[src/verilog/pda_cfg.svh]
/*
 Fixed widths, channel numbering and step constants of the peripheral DMA arbiter.
 Assumes it is included by bare name from the package and the design files.
*/
`ifndef PDA_CFG_SVH
`define PDA_CFG_SVH

// Channel counts: receive channels take indices 0..5, transmit 6..10
`define PDA_NCH        11
`define PDA_NRX        6
`define PDA_IW         4

// Receive channel indices, highest priority first; FIRST and SECOND are the usarts
`define PDA_RX_DBG     0
`define PDA_RX_FIRST   1
`define PDA_RX_SECOND  2
`define PDA_RX_SYNC    3
`define PDA_RX_ADC     4
`define PDA_RX_SPI     5
// Transmit channel indices, highest priority first
`define PDA_TX_DBG     6
`define PDA_TX_FIRST   7
`define PDA_TX_SECOND  8
`define PDA_TX_SYNC    9
`define PDA_TX_SPI     10

// Data path widths
`define PDA_AW         32
`define PDA_DW         32
`define PDA_CW         16

// Per-transfer constants and reset values
`define PDA_ADDR_STEP  32'h0000_0004
`define PDA_ADDR_RST   32'h0000_0000
`define PDA_DATA_RST   32'h0000_0000
`define PDA_CNT_ZERO   16'h0000
`define PDA_CNT_ONE    16'h0001

// Two-entry transmit buffer
`define PDA_FIFO_DEPTH 2
`define PDA_FIFO_CW    2
`define PDA_FIFO_FULL  2'h2
`define PDA_FIFO_EMPTY 2'h0
`define PDA_FIFO_ONE   2'h1

`endif

[src/verilog/pda_pkg.sv]
/*
 Types shared by the peripheral DMA arbiter and its transmit buffer.
 Assumes pda_cfg.svh is on the include path.
*/
`include "pda_cfg.svh"

package pda_pkg;
    // Transfer sequencer states, one-hot
    typedef enum logic [3:0] {
        ST_IDLE  = 4'h1,
        ST_REQ   = 4'h2,
        ST_XFER1 = 4'h4,
        ST_XFER2 = 4'h8
    } pda_state_t;

    typedef logic [`PDA_IW-1:0] pda_chan_t;
    typedef logic [`PDA_DW-1:0] pda_data_t;
endpackage

[src/verilog/pda_stream_if.sv]
/*
 Valid/ready word stream between the arbiter and its transmit buffer.
 Assumes both ends run on the same clock; no clocking block.
*/
`timescale 1ns/1ns
`default_nettype none
`include "pda_cfg.svh"

interface pda_stream_if;
    logic              valid;
    logic              ready;
    pda_pkg::pda_data_t data;
    pda_pkg::pda_chan_t chan;

    modport src (output valid, output data, output chan, input ready);
    modport snk (input valid, input data, input chan, output ready);
endinterface

`default_nettype wire

[src/verilog/pda_fifo2.sv]
/*
 Two-entry flip-flop buffer carrying memory-read words toward the peripherals.
 Assumes one clock, asynchronous active-high reset and a common clock enable.
*/
`timescale 1ns/1ns
`default_nettype none
`include "pda_cfg.svh"

module pda_fifo2 (
    input  wire logic     core_clk,
    input  wire logic     rst,
    input  wire logic     ce,
    pda_stream_if.snk     inPort,
    pda_stream_if.src     outPort
);
    pda_pkg::pda_data_t          mem_r   [`PDA_FIFO_DEPTH];
    pda_pkg::pda_data_t          mem_nxt [`PDA_FIFO_DEPTH];
    pda_pkg::pda_chan_t          tag_r   [`PDA_FIFO_DEPTH];
    pda_pkg::pda_chan_t          tag_nxt [`PDA_FIFO_DEPTH];
    logic                        wrPtr_r, wrPtr_nxt;
    logic                        rdPtr_r, rdPtr_nxt;
    logic [`PDA_FIFO_CW-1:0]     cnt_r, cnt_nxt;
    logic                        push, pop;

    // Honest full and empty straight from the fill count
    assign inPort.ready  = (cnt_r != `PDA_FIFO_FULL);
    assign outPort.valid = (cnt_r != `PDA_FIFO_EMPTY);
    assign outPort.data  = mem_r[rdPtr_r];
    assign outPort.chan  = tag_r[rdPtr_r];
    assign push = ce & inPort.valid & inPort.ready;
    assign pop  = ce & outPort.valid & outPort.ready;

    // Next pointers, count and storage
    always_comb begin
        wrPtr_nxt = wrPtr_r;
        rdPtr_nxt = rdPtr_r;
        cnt_nxt   = cnt_r;
        for (int k = 0; k < `PDA_FIFO_DEPTH; k++) begin
            mem_nxt[k] = mem_r[k];
            tag_nxt[k] = tag_r[k];
        end
        if (push) begin
            mem_nxt[wrPtr_r] = inPort.data;
            tag_nxt[wrPtr_r] = inPort.chan;
            wrPtr_nxt = ~wrPtr_r;
        end
        if (pop) begin
            rdPtr_nxt = ~rdPtr_r;
        end
        // Push and pop together leave the count alone
        if (push && !pop) begin
            cnt_nxt = cnt_r + `PDA_FIFO_ONE;
        end else if (pop && !push) begin
            cnt_nxt = cnt_r - `PDA_FIFO_ONE;
        end
    end

    // Registers only; clock enable freezes everything
    always_ff @(posedge core_clk or posedge rst) begin
        if (rst) begin
            wrPtr_r <= 1'b0;
            rdPtr_r <= 1'b0;
            cnt_r   <= `PDA_FIFO_EMPTY;
            for (int k = 0; k < `PDA_FIFO_DEPTH; k++) begin
                mem_r[k] <= `PDA_DATA_RST;
                tag_r[k] <= '0;
            end
        end else if (ce) begin
            wrPtr_r <= wrPtr_nxt;
            rdPtr_r <= rdPtr_nxt;
            cnt_r   <= cnt_nxt;
            for (int k = 0; k < `PDA_FIFO_DEPTH; k++) begin
                mem_r[k] <= mem_nxt[k];
                tag_r[k] <= tag_nxt[k];
            end
        end
    end
endmodule

`default_nettype wire

[src/verilog/pda_arbiter.sv]
/*
 Peripheral DMA arbiter: fixed-priority channel selection, bus request toward
 the memory controller, per-channel current and queued buffer descriptors.
 Assumes peripherals and the system bus arbiter run on core_clk, and that the
 bus arbiter keeps its grant while busReq stays high.
*/
`timescale 1ns/1ns
`default_nettype none
`include "pda_cfg.svh"

// Notes on behaviour
// - Eleven channels: rx and tx per serial block and SPI, rx only for ADC.
// - All rx above all tx; debug, first usart, second usart, sync serial, ADC, SPI.
// - Memory-to-peripheral transfer holds the bus one cycle after grant.
// - Peripheral-to-memory transfer holds the bus two cycles after grant.
// - Queued next buffer replaces the finished one without a gap.
// - Bus arbiter grants core or DMA one at a time; we wait for grant.
module pda_arbiter (
    input  wire logic                     core_clk,
    input  wire logic                     rst,
    input  wire logic                     ce,
    input  wire logic [`PDA_NCH-1:0]      chReq,
    output logic      [`PDA_NCH-1:0]      chAck,
    output logic      [`PDA_IW-1:0]       perSel,
    input  wire logic [`PDA_DW-1:0]       perRdData,
    output logic                          busReq,
    input  wire logic                     busGrant,
    output logic      [`PDA_AW-1:0]       memAddr,
    output logic                          memRead,
    output logic                          memWrite,
    output logic      [`PDA_DW-1:0]       memWData,
    input  wire logic [`PDA_DW-1:0]       memRData,
    output logic                          txValid,
    input  wire logic                     txReady,
    output logic      [`PDA_DW-1:0]       txData,
    output logic      [`PDA_IW-1:0]       txChan,
    input  wire logic                     descLoad,
    input  wire logic [`PDA_IW-1:0]       descChan,
    input  wire logic [`PDA_AW-1:0]       descAddr,
    input  wire logic [`PDA_CW-1:0]       descCount,
    output logic      [`PDA_NCH-1:0]      chIdle,
    output logic      [`PDA_NCH-1:0]      chNextFree,
    output logic      [`PDA_NCH-1:0]      chEnd
);
    pda_pkg::pda_state_t state_r, state_nxt;
    pda_pkg::pda_chan_t  winner_r, winner_nxt;
    logic [`PDA_AW-1:0]  xferAddr_r, xferAddr_nxt;
    logic [`PDA_DW-1:0]  rxData_r, rxData_nxt;
    logic [`PDA_AW-1:0]  curAddrV [`PDA_NCH];
    logic [`PDA_NCH-1:0] elig;
    logic                anyElig;
    pda_pkg::pda_chan_t  win;
    logic                isTx;
    logic                doneStb;

    pda_stream_if fifoIn ();
    pda_stream_if fifoOut ();

    // Transmit words pass a two-entry buffer so a stalled receiver loses none
    pda_fifo2 i_pda_fifo2 (
        .core_clk (core_clk),
        .rst      (rst),
        .ce       (ce),
        .inPort   (fifoIn),
        .outPort  (fifoOut)
    );

    assign txValid       = fifoOut.valid;
    assign txData        = fifoOut.data;
    assign txChan        = fifoOut.chan;
    assign fifoOut.ready = txReady;

    // Winner class; tx indices sit above all rx indices
    assign isTx = (winner_r >= pda_pkg::pda_chan_t'(`PDA_NRX));

    // Last bus cycle of the transfer in progress
    assign doneStb = ce & (((state_r == pda_pkg::ST_XFER1) & isTx) |
                           (state_r == pda_pkg::ST_XFER2));

    // Bus request held from request through the last transfer cycle
    assign busReq   = (state_r != pda_pkg::ST_IDLE);
    assign memAddr  = xferAddr_r;
    assign memRead  = ce & (state_r == pda_pkg::ST_XFER1) & isTx;
    assign memWrite = ce & (state_r == pda_pkg::ST_XFER2);
    assign memWData = rxData_r;
    assign perSel   = winner_r;

    // Memory word goes to the buffer in the same single bus cycle
    assign fifoIn.valid = memRead;
    assign fifoIn.data  = memRData;
    assign fifoIn.chan  = winner_r;

    // Per-channel descriptors: current buffer plus one queued buffer
    for (genvar i = 0; i < `PDA_NCH; i++) begin : g_ch
        logic [`PDA_AW-1:0] curAddr_r, curAddr_nxt;
        logic [`PDA_CW-1:0] curCnt_r, curCnt_nxt;
        logic [`PDA_AW-1:0] nxtAddr_r, nxtAddr_nxt;
        logic [`PDA_CW-1:0] nxtCnt_r, nxtCnt_nxt;
        logic               end_r, end_nxt;
        logic               hit;
        logic               roomOk;

        assign hit = doneStb & (winner_r == pda_pkg::pda_chan_t'(i));
        assign chAck[i] = hit;
        // Tx channels wait while the buffer has no room, so it never overflows
        if (i >= `PDA_NRX) begin : g_tx
            assign roomOk = fifoIn.ready;
        end else begin : g_rx
            assign roomOk = 1'b1;
        end
        assign elig[i]       = chReq[i] & (curCnt_r != `PDA_CNT_ZERO) & roomOk;
        assign curAddrV[i]   = curAddr_r;
        assign chIdle[i]     = (curCnt_r == `PDA_CNT_ZERO);
        assign chNextFree[i] = (nxtCnt_r == `PDA_CNT_ZERO);
        assign chEnd[i]      = end_r;

        // Advance, promote the queued buffer, then apply a software load
        always_comb begin
            curAddr_nxt = curAddr_r;
            curCnt_nxt  = curCnt_r;
            nxtAddr_nxt = nxtAddr_r;
            nxtCnt_nxt  = nxtCnt_r;
            end_nxt     = 1'b0;
            if (hit) begin
                curAddr_nxt = curAddr_r + `PDA_ADDR_STEP;
                curCnt_nxt  = curCnt_r - `PDA_CNT_ONE;
                if (curCnt_r == `PDA_CNT_ONE) begin
                    end_nxt = 1'b1;
                    if (nxtCnt_r != `PDA_CNT_ZERO) begin
                        curAddr_nxt = nxtAddr_r;
                        curCnt_nxt  = nxtCnt_r;
                        nxtCnt_nxt  = `PDA_CNT_ZERO;
                    end
                end
            end
            // A load meeting a finishing buffer lands where it is needed
            if (descLoad && (descChan == pda_pkg::pda_chan_t'(i))) begin
                if (curCnt_nxt == `PDA_CNT_ZERO) begin
                    curAddr_nxt = descAddr;
                    curCnt_nxt  = descCount;
                end else begin
                    nxtAddr_nxt = descAddr;
                    nxtCnt_nxt  = descCount;
                end
            end
        end

        always_ff @(posedge core_clk or posedge rst) begin
            if (rst) begin
                curAddr_r <= `PDA_ADDR_RST;
                curCnt_r  <= `PDA_CNT_ZERO;
                nxtAddr_r <= `PDA_ADDR_RST;
                nxtCnt_r  <= `PDA_CNT_ZERO;
                end_r     <= 1'b0;
            end else if (ce) begin
                curAddr_r <= curAddr_nxt;
                curCnt_r  <= curCnt_nxt;
                nxtAddr_r <= nxtAddr_nxt;
                nxtCnt_r  <= nxtCnt_nxt;
                end_r     <= end_nxt;
            end
        end
    end

    // Fixed priority: lowest index wins, scanning from the top index down
    always_comb begin
        win     = '0;
        anyElig = |elig;
        for (int j = `PDA_NCH - 1; j >= 0; j--) begin
            if (elig[j]) begin
                win = pda_pkg::pda_chan_t'(j);
            end
        end
    end

    // Sequencer: pick, request bus, transfer, always back to idle
    always_comb begin
        state_nxt    = state_r;
        winner_nxt   = winner_r;
        xferAddr_nxt = xferAddr_r;
        rxData_nxt   = rxData_r;
        case (state_r)
            pda_pkg::ST_IDLE: begin
                if (anyElig) begin
                    winner_nxt   = win;
                    xferAddr_nxt = curAddrV[win];
                    state_nxt    = pda_pkg::ST_REQ;
                end
            end
            pda_pkg::ST_REQ: begin
                if (busGrant) begin
                    state_nxt = pda_pkg::ST_XFER1;
                end
            end
            pda_pkg::ST_XFER1: begin
                if (isTx) begin
                    state_nxt = pda_pkg::ST_IDLE;
                end else begin
                    rxData_nxt = perRdData;
                    state_nxt  = pda_pkg::ST_XFER2;
                end
            end
            pda_pkg::ST_XFER2: begin
                state_nxt = pda_pkg::ST_IDLE;
            end
            default: begin
                state_nxt = pda_pkg::ST_IDLE;
            end
        endcase
    end

    always_ff @(posedge core_clk or posedge rst) begin
        if (rst) begin
            state_r    <= pda_pkg::ST_IDLE;
            winner_r   <= '0;
            xferAddr_r <= `PDA_ADDR_RST;
            rxData_r   <= `PDA_DATA_RST;
        end else if (ce) begin
            state_r    <= state_nxt;
            winner_r   <= winner_nxt;
            xferAddr_r <= xferAddr_nxt;
            rxData_r   <= rxData_nxt;
        end
    end
endmodule

`default_nettype wire

[config.mk]
export PLATFORM = sky130hd
export DESIGN_NAME = pda_arbiter
export DESIGN_NICKNAME = d
export VERILOG_FILES = /design/src/verilog/pda_pkg.sv /design/src/verilog/pda_stream_if.sv /design/src/verilog/pda_fifo2.sv /design/src/verilog/pda_arbiter.sv
export VERILOG_INCLUDE_DIRS = /design/src /design/src/verilog
export SDC_FILE = /design/constraint.sdc
export NUM_CORES = 2
export LEC_CHECK = 0
export BUFFER_PORTS_ARGS = -buffer_cell sky130_fd_sc_hd__buf_2
export CORE_UTILIZATION = 40
export DETAILED_ROUTE_END_ITERATION = 8
export HOLD_SLACK_MARGIN = 0.02
export PLACE_DENSITY = 0.53
export SETUP_SLACK_MARGIN = 0.3
export SLEW_MARGIN = 20
export SYNTH_ARGS = -nofsm -noshare
export SYNTH_HDL_FRONTEND = slang
export SYNTH_SLANG_ARGS = --single-unit
[constraint.sdc]
create_clock -name core_clk -period 84.7 [get_ports core_clk]
set_input_delay 4.235 -clock core_clk [delete_from_list [all_inputs] [get_ports core_clk]]
set_output_delay 4.235 -clock core_clk [all_outputs]
set_load 0.005 [all_outputs]
==> flow_summary.json <==
{
  "intPower_mw": 1.19,
  "ir_drop_mv": 0.0128,
  "die_area_um2": 185000,
  "yosys_register_bits": 1215,
  "yosys.area_share.xor_xnor_pct": 0.262,
  "drive_gt1_share_pct": 15.4,
  "ys_seq_area_share_pct": 41.4,
  "fin_util_pct": 45.0,
  "worstPathMaxFanout": 97,
  "first_iter_violations": 9782,
  "power_frac_comb_pct": 18.5,
  "rsz0062_at_grt": "no",
  "power_mw": 1.75,
  "final-hold-violation-count": 0,
  "cp.required_ns": 80.47,
  "coreArea_um2": 182000,
  "synth_top_family_by_area": "compound AO/OA/AOI/OAI gates",
  "drt.antenna.violating_nets": 0,
  "fp.dieH_um": 431,
  "cts.reportedPaths.clkPinSlew_ns": 0.06,
  "initial_core_util_pct": 40.5,
  "start_kind": "primary input",
  "gp_congestion": 0.971,
  "fin_crit_ns": 11.50,
  "avgRoutedWirePerCell_um": 30.1,
  "cts_tree": "yes",
  "hp-class": "reg2reg",
  "synth_async_sr_flop_share_pct": 100,
  "worstPathArrival_ns": 7.27,
  "layout_commonest_cell": "dfrtp_1",
  "muxShareOfSynthArea_pct": 9.05,
  "synthSimpleGateAreaFrac_pct": 21.3,
  "skew_ns": 0.0414,
  "tightest_slew_ns": 1.33,
  "seq_power_share_pct": 43.3,
  "switching_share_pct": 32.1,
  "period_share_pct": 13.6,
  "clockPowerShare_pct": 38.3,
  "area_growth_pct": 11.1,
  "synth_edf_count": 0,
  "grt_pass1_wl_um": 477000,
  "port_buffers": 284,
  "drv_cap": 0,
  "cp-end-kind": "primary output",
  "numCtsBuffers": 149,
  "drt-vias-per-instance": 6.55,
  "status": "complete, no violations",
  "die_width_um": 431,
  "synth_compound_area_share_pct": 21.7,
  "grt_max_degree": 168,
  "worstSetupPathType": "in2out",
  "rows": 156,
  "synth_adder_area_share_pct": 0.766,
  "grt.overflow.total": 0,
  "dpl.cell_count": 10700,
  "syn_nets": 8807,
  "final_cell_mix": "dfrtp_1 (1,214), nand2_1 (1,144), nor2_1 (826)",
  "holdBufCountCts": 0,
  "slew_viol_final": 0,
  "clock-sinks": 1215,
  "synth_area_um2": 73500,
  "layoutNonFillerInstCount": 11000,
  "pin_count": 285,
  "p_leak_nw": 33.8,
  "antenna_found_initial": 31,
  "synth_top_flop_cell": "dfrtp_1",
  "ys_warn_count": 0,
  "firstDrtPassIters": 6,
  "p_per_area_nw_per_um2": 21.5,
  "drc": 0,
  "insertion_delay_ns": 0.83,
  "fmax_mhz": 86.9,
  "vias": 72000,
  "setup-tns-final_ns": 0,
  "synthCells": 8629,
  "finalWirelength_um": 330000,
  "cts_resized": 0,
  "grtUsageTotal_pct": 34.8,
  "root_buffer": "clkbuf_16",
  "cts_max_level": 4,
  "relSlewSlack_pct": 11.0,
  "grt_pass1_vias": 65700,
  "cts_buffer_depth": 3,
  "avgSynthCellArea_um2": 8.51,
  "synth_cell_types": 102,
  "final_nets": 8667,
  "post_cts_buffers": 0,
  "setup_violations": 0,
  "switchingPower_uw": 563,
  "dp_hpwl_um": 224000
}
-- state kept, by name, summed over array words and instances (netlist names), 2 cells and up --
signal	cells
g_ch.curAddr_r	352
g_ch.curCnt_r	176
g_ch.end_r	11
g_ch.nxtAddr_r	352
g_ch.nxtCnt_r	176
i_pda_fifo2.cnt_r	2
i_pda_fifo2.mem_r	64
i_pda_fifo2.tag_r	8
memAddr	32
memWData	32
perSel	4
state_r	4
-- cell families (layout without fill, tap and decap cells) --
family                   after synthesis  in the layout
adder cells (fa/ha/maj)               45             45
XOR/XNOR                              22             22
buffers and inverters                993            968
multiplexers                         602            602
AO/OA/AOI/OAI                       2448           2448
flip-flops                          1215           1215
other                                  0             18
AND/OR/NAND/NOR                     3304           3304
-- worst paths after layout --
path	endpoint	start	depth (start not counted)	slack [ns]
max	chAck[3]	ce	6	73.20
min in group asynchronous	g_ch[6].curCnt_r[6]$_DFFE_PP0P_	rst	2	3.55
min reg2reg	g_ch[7].nxtAddr_r[7]$_DFFE_PP0P_	g_ch[7].nxtAddr_r[7]$_DFFE_PP0P_	1	0.48
max in group asynchronous	g_ch[4].nxtAddr_r[25]$_DFFE_PP0P_	rst	5	78.03
max reg2reg	memAddr[20]$_DFFE_PP0P_	g_ch[0].curCnt_r[9]$_DFFE_PP0P_	11	78.07
min	g_ch[7].nxtAddr_r[7]$_DFFE_PP0P_	g_ch[7].nxtAddr_r[7]$_DFFE_PP0P_	1	0.48
-- area by class of cell --
type | count | area, um^2
Antenna cell | 18 | 45.0
Clock buffer | 228 | 4500
Clock inverter | 38 | 508
Fill cell | 17800 | 99900
Inverter | 206 | 790
Multi-Input combinational cell | 6421 | 39300
Sequential cell | 1215 | 30400
Tap cell | 2370 | 2970
Timing Repair Buffer | 496 | 3130
-- cells in the mapped netlist, types with 39 or more instances --
master	number	area share, %
o221ai_1	52	0.62
a221oi_1	64	0.76
buf_2	109	0.74
and4_1	45	0.54
inv_1	198	1.0
o21ai_0	526	3.6
mux2_1	60	0.92
nand4_1	153	1.3
clkbuf_1	569	2.9
dfrtp_1	1214	41
a211o_1	46	0.55
a21oi_1	624	4.3
mux2_2	435	6.7
a22oi_1	39	0.40
o22ai_1	140	1.2
o211ai_1	54	0.55
o31ai_1	43	0.44
nand3_1	346	2.4
nor3_1	185	1.3
a41oi_1	39	0.46
mux2i_1	107	1.5
nor2_1	839	4.3
nand2_1	1147	5.9
a31oi_1	233	2.0
nor4_1	150	1.3
o21a_1	50	0.51
and3_1	108	0.92
a211oi_1	102	1.0
or4_1	62	0.63
buf_1	66	0.34
ha_1	45	0.77
-- worst max-delay path, stage by stage --
cell,delay [ns]
buf_8,0.49
or3b_1,0.66
or3_2,0.55
buf_4,0.31
clkinv_2,0.64
buf_2,0.28
-- through the flow --
stage          setup slack (ns)  instance area [um^2]  hold WS (ns)
2_1_floorplan             46.23                 73500         0.445
3_3_place_gp              73.24                 76500         0.461
3_5_place_dp              73.24                 76600         0.470
4_1_cts                   73.22                 81600         0.484
5_1_grt                   73.11                 81600         0.497
6_report                  73.20                 81600         0.481
-- layer usage --
layer / GRT usage [%] / part of all wire, %
met5: 0 / 0.011
met4: 13.3 / 3.9
met3: 10.0 / 12
met2: 49.3 / 42
met1: 49.6 / 43
-- power groups by stage --
| stage | clock (mW) | sequential (mW) | combinational [mW] |
|---|---|---|---|
| after global placement | 0 | 0.761 | 0.312 |
| after global routing | 0.700 | 0.767 | 0.346 |
| after CTS | 0.678 | 0.754 | 0.317 |
| after floorplan | 0 | 0.730 | 0.203 |
| after detailed placement | 0 | 0.764 | 0.316 |
| final | 0.670 | 0.758 | 0.324 |
Note: power is estimated with default switching activity, not from simulation.
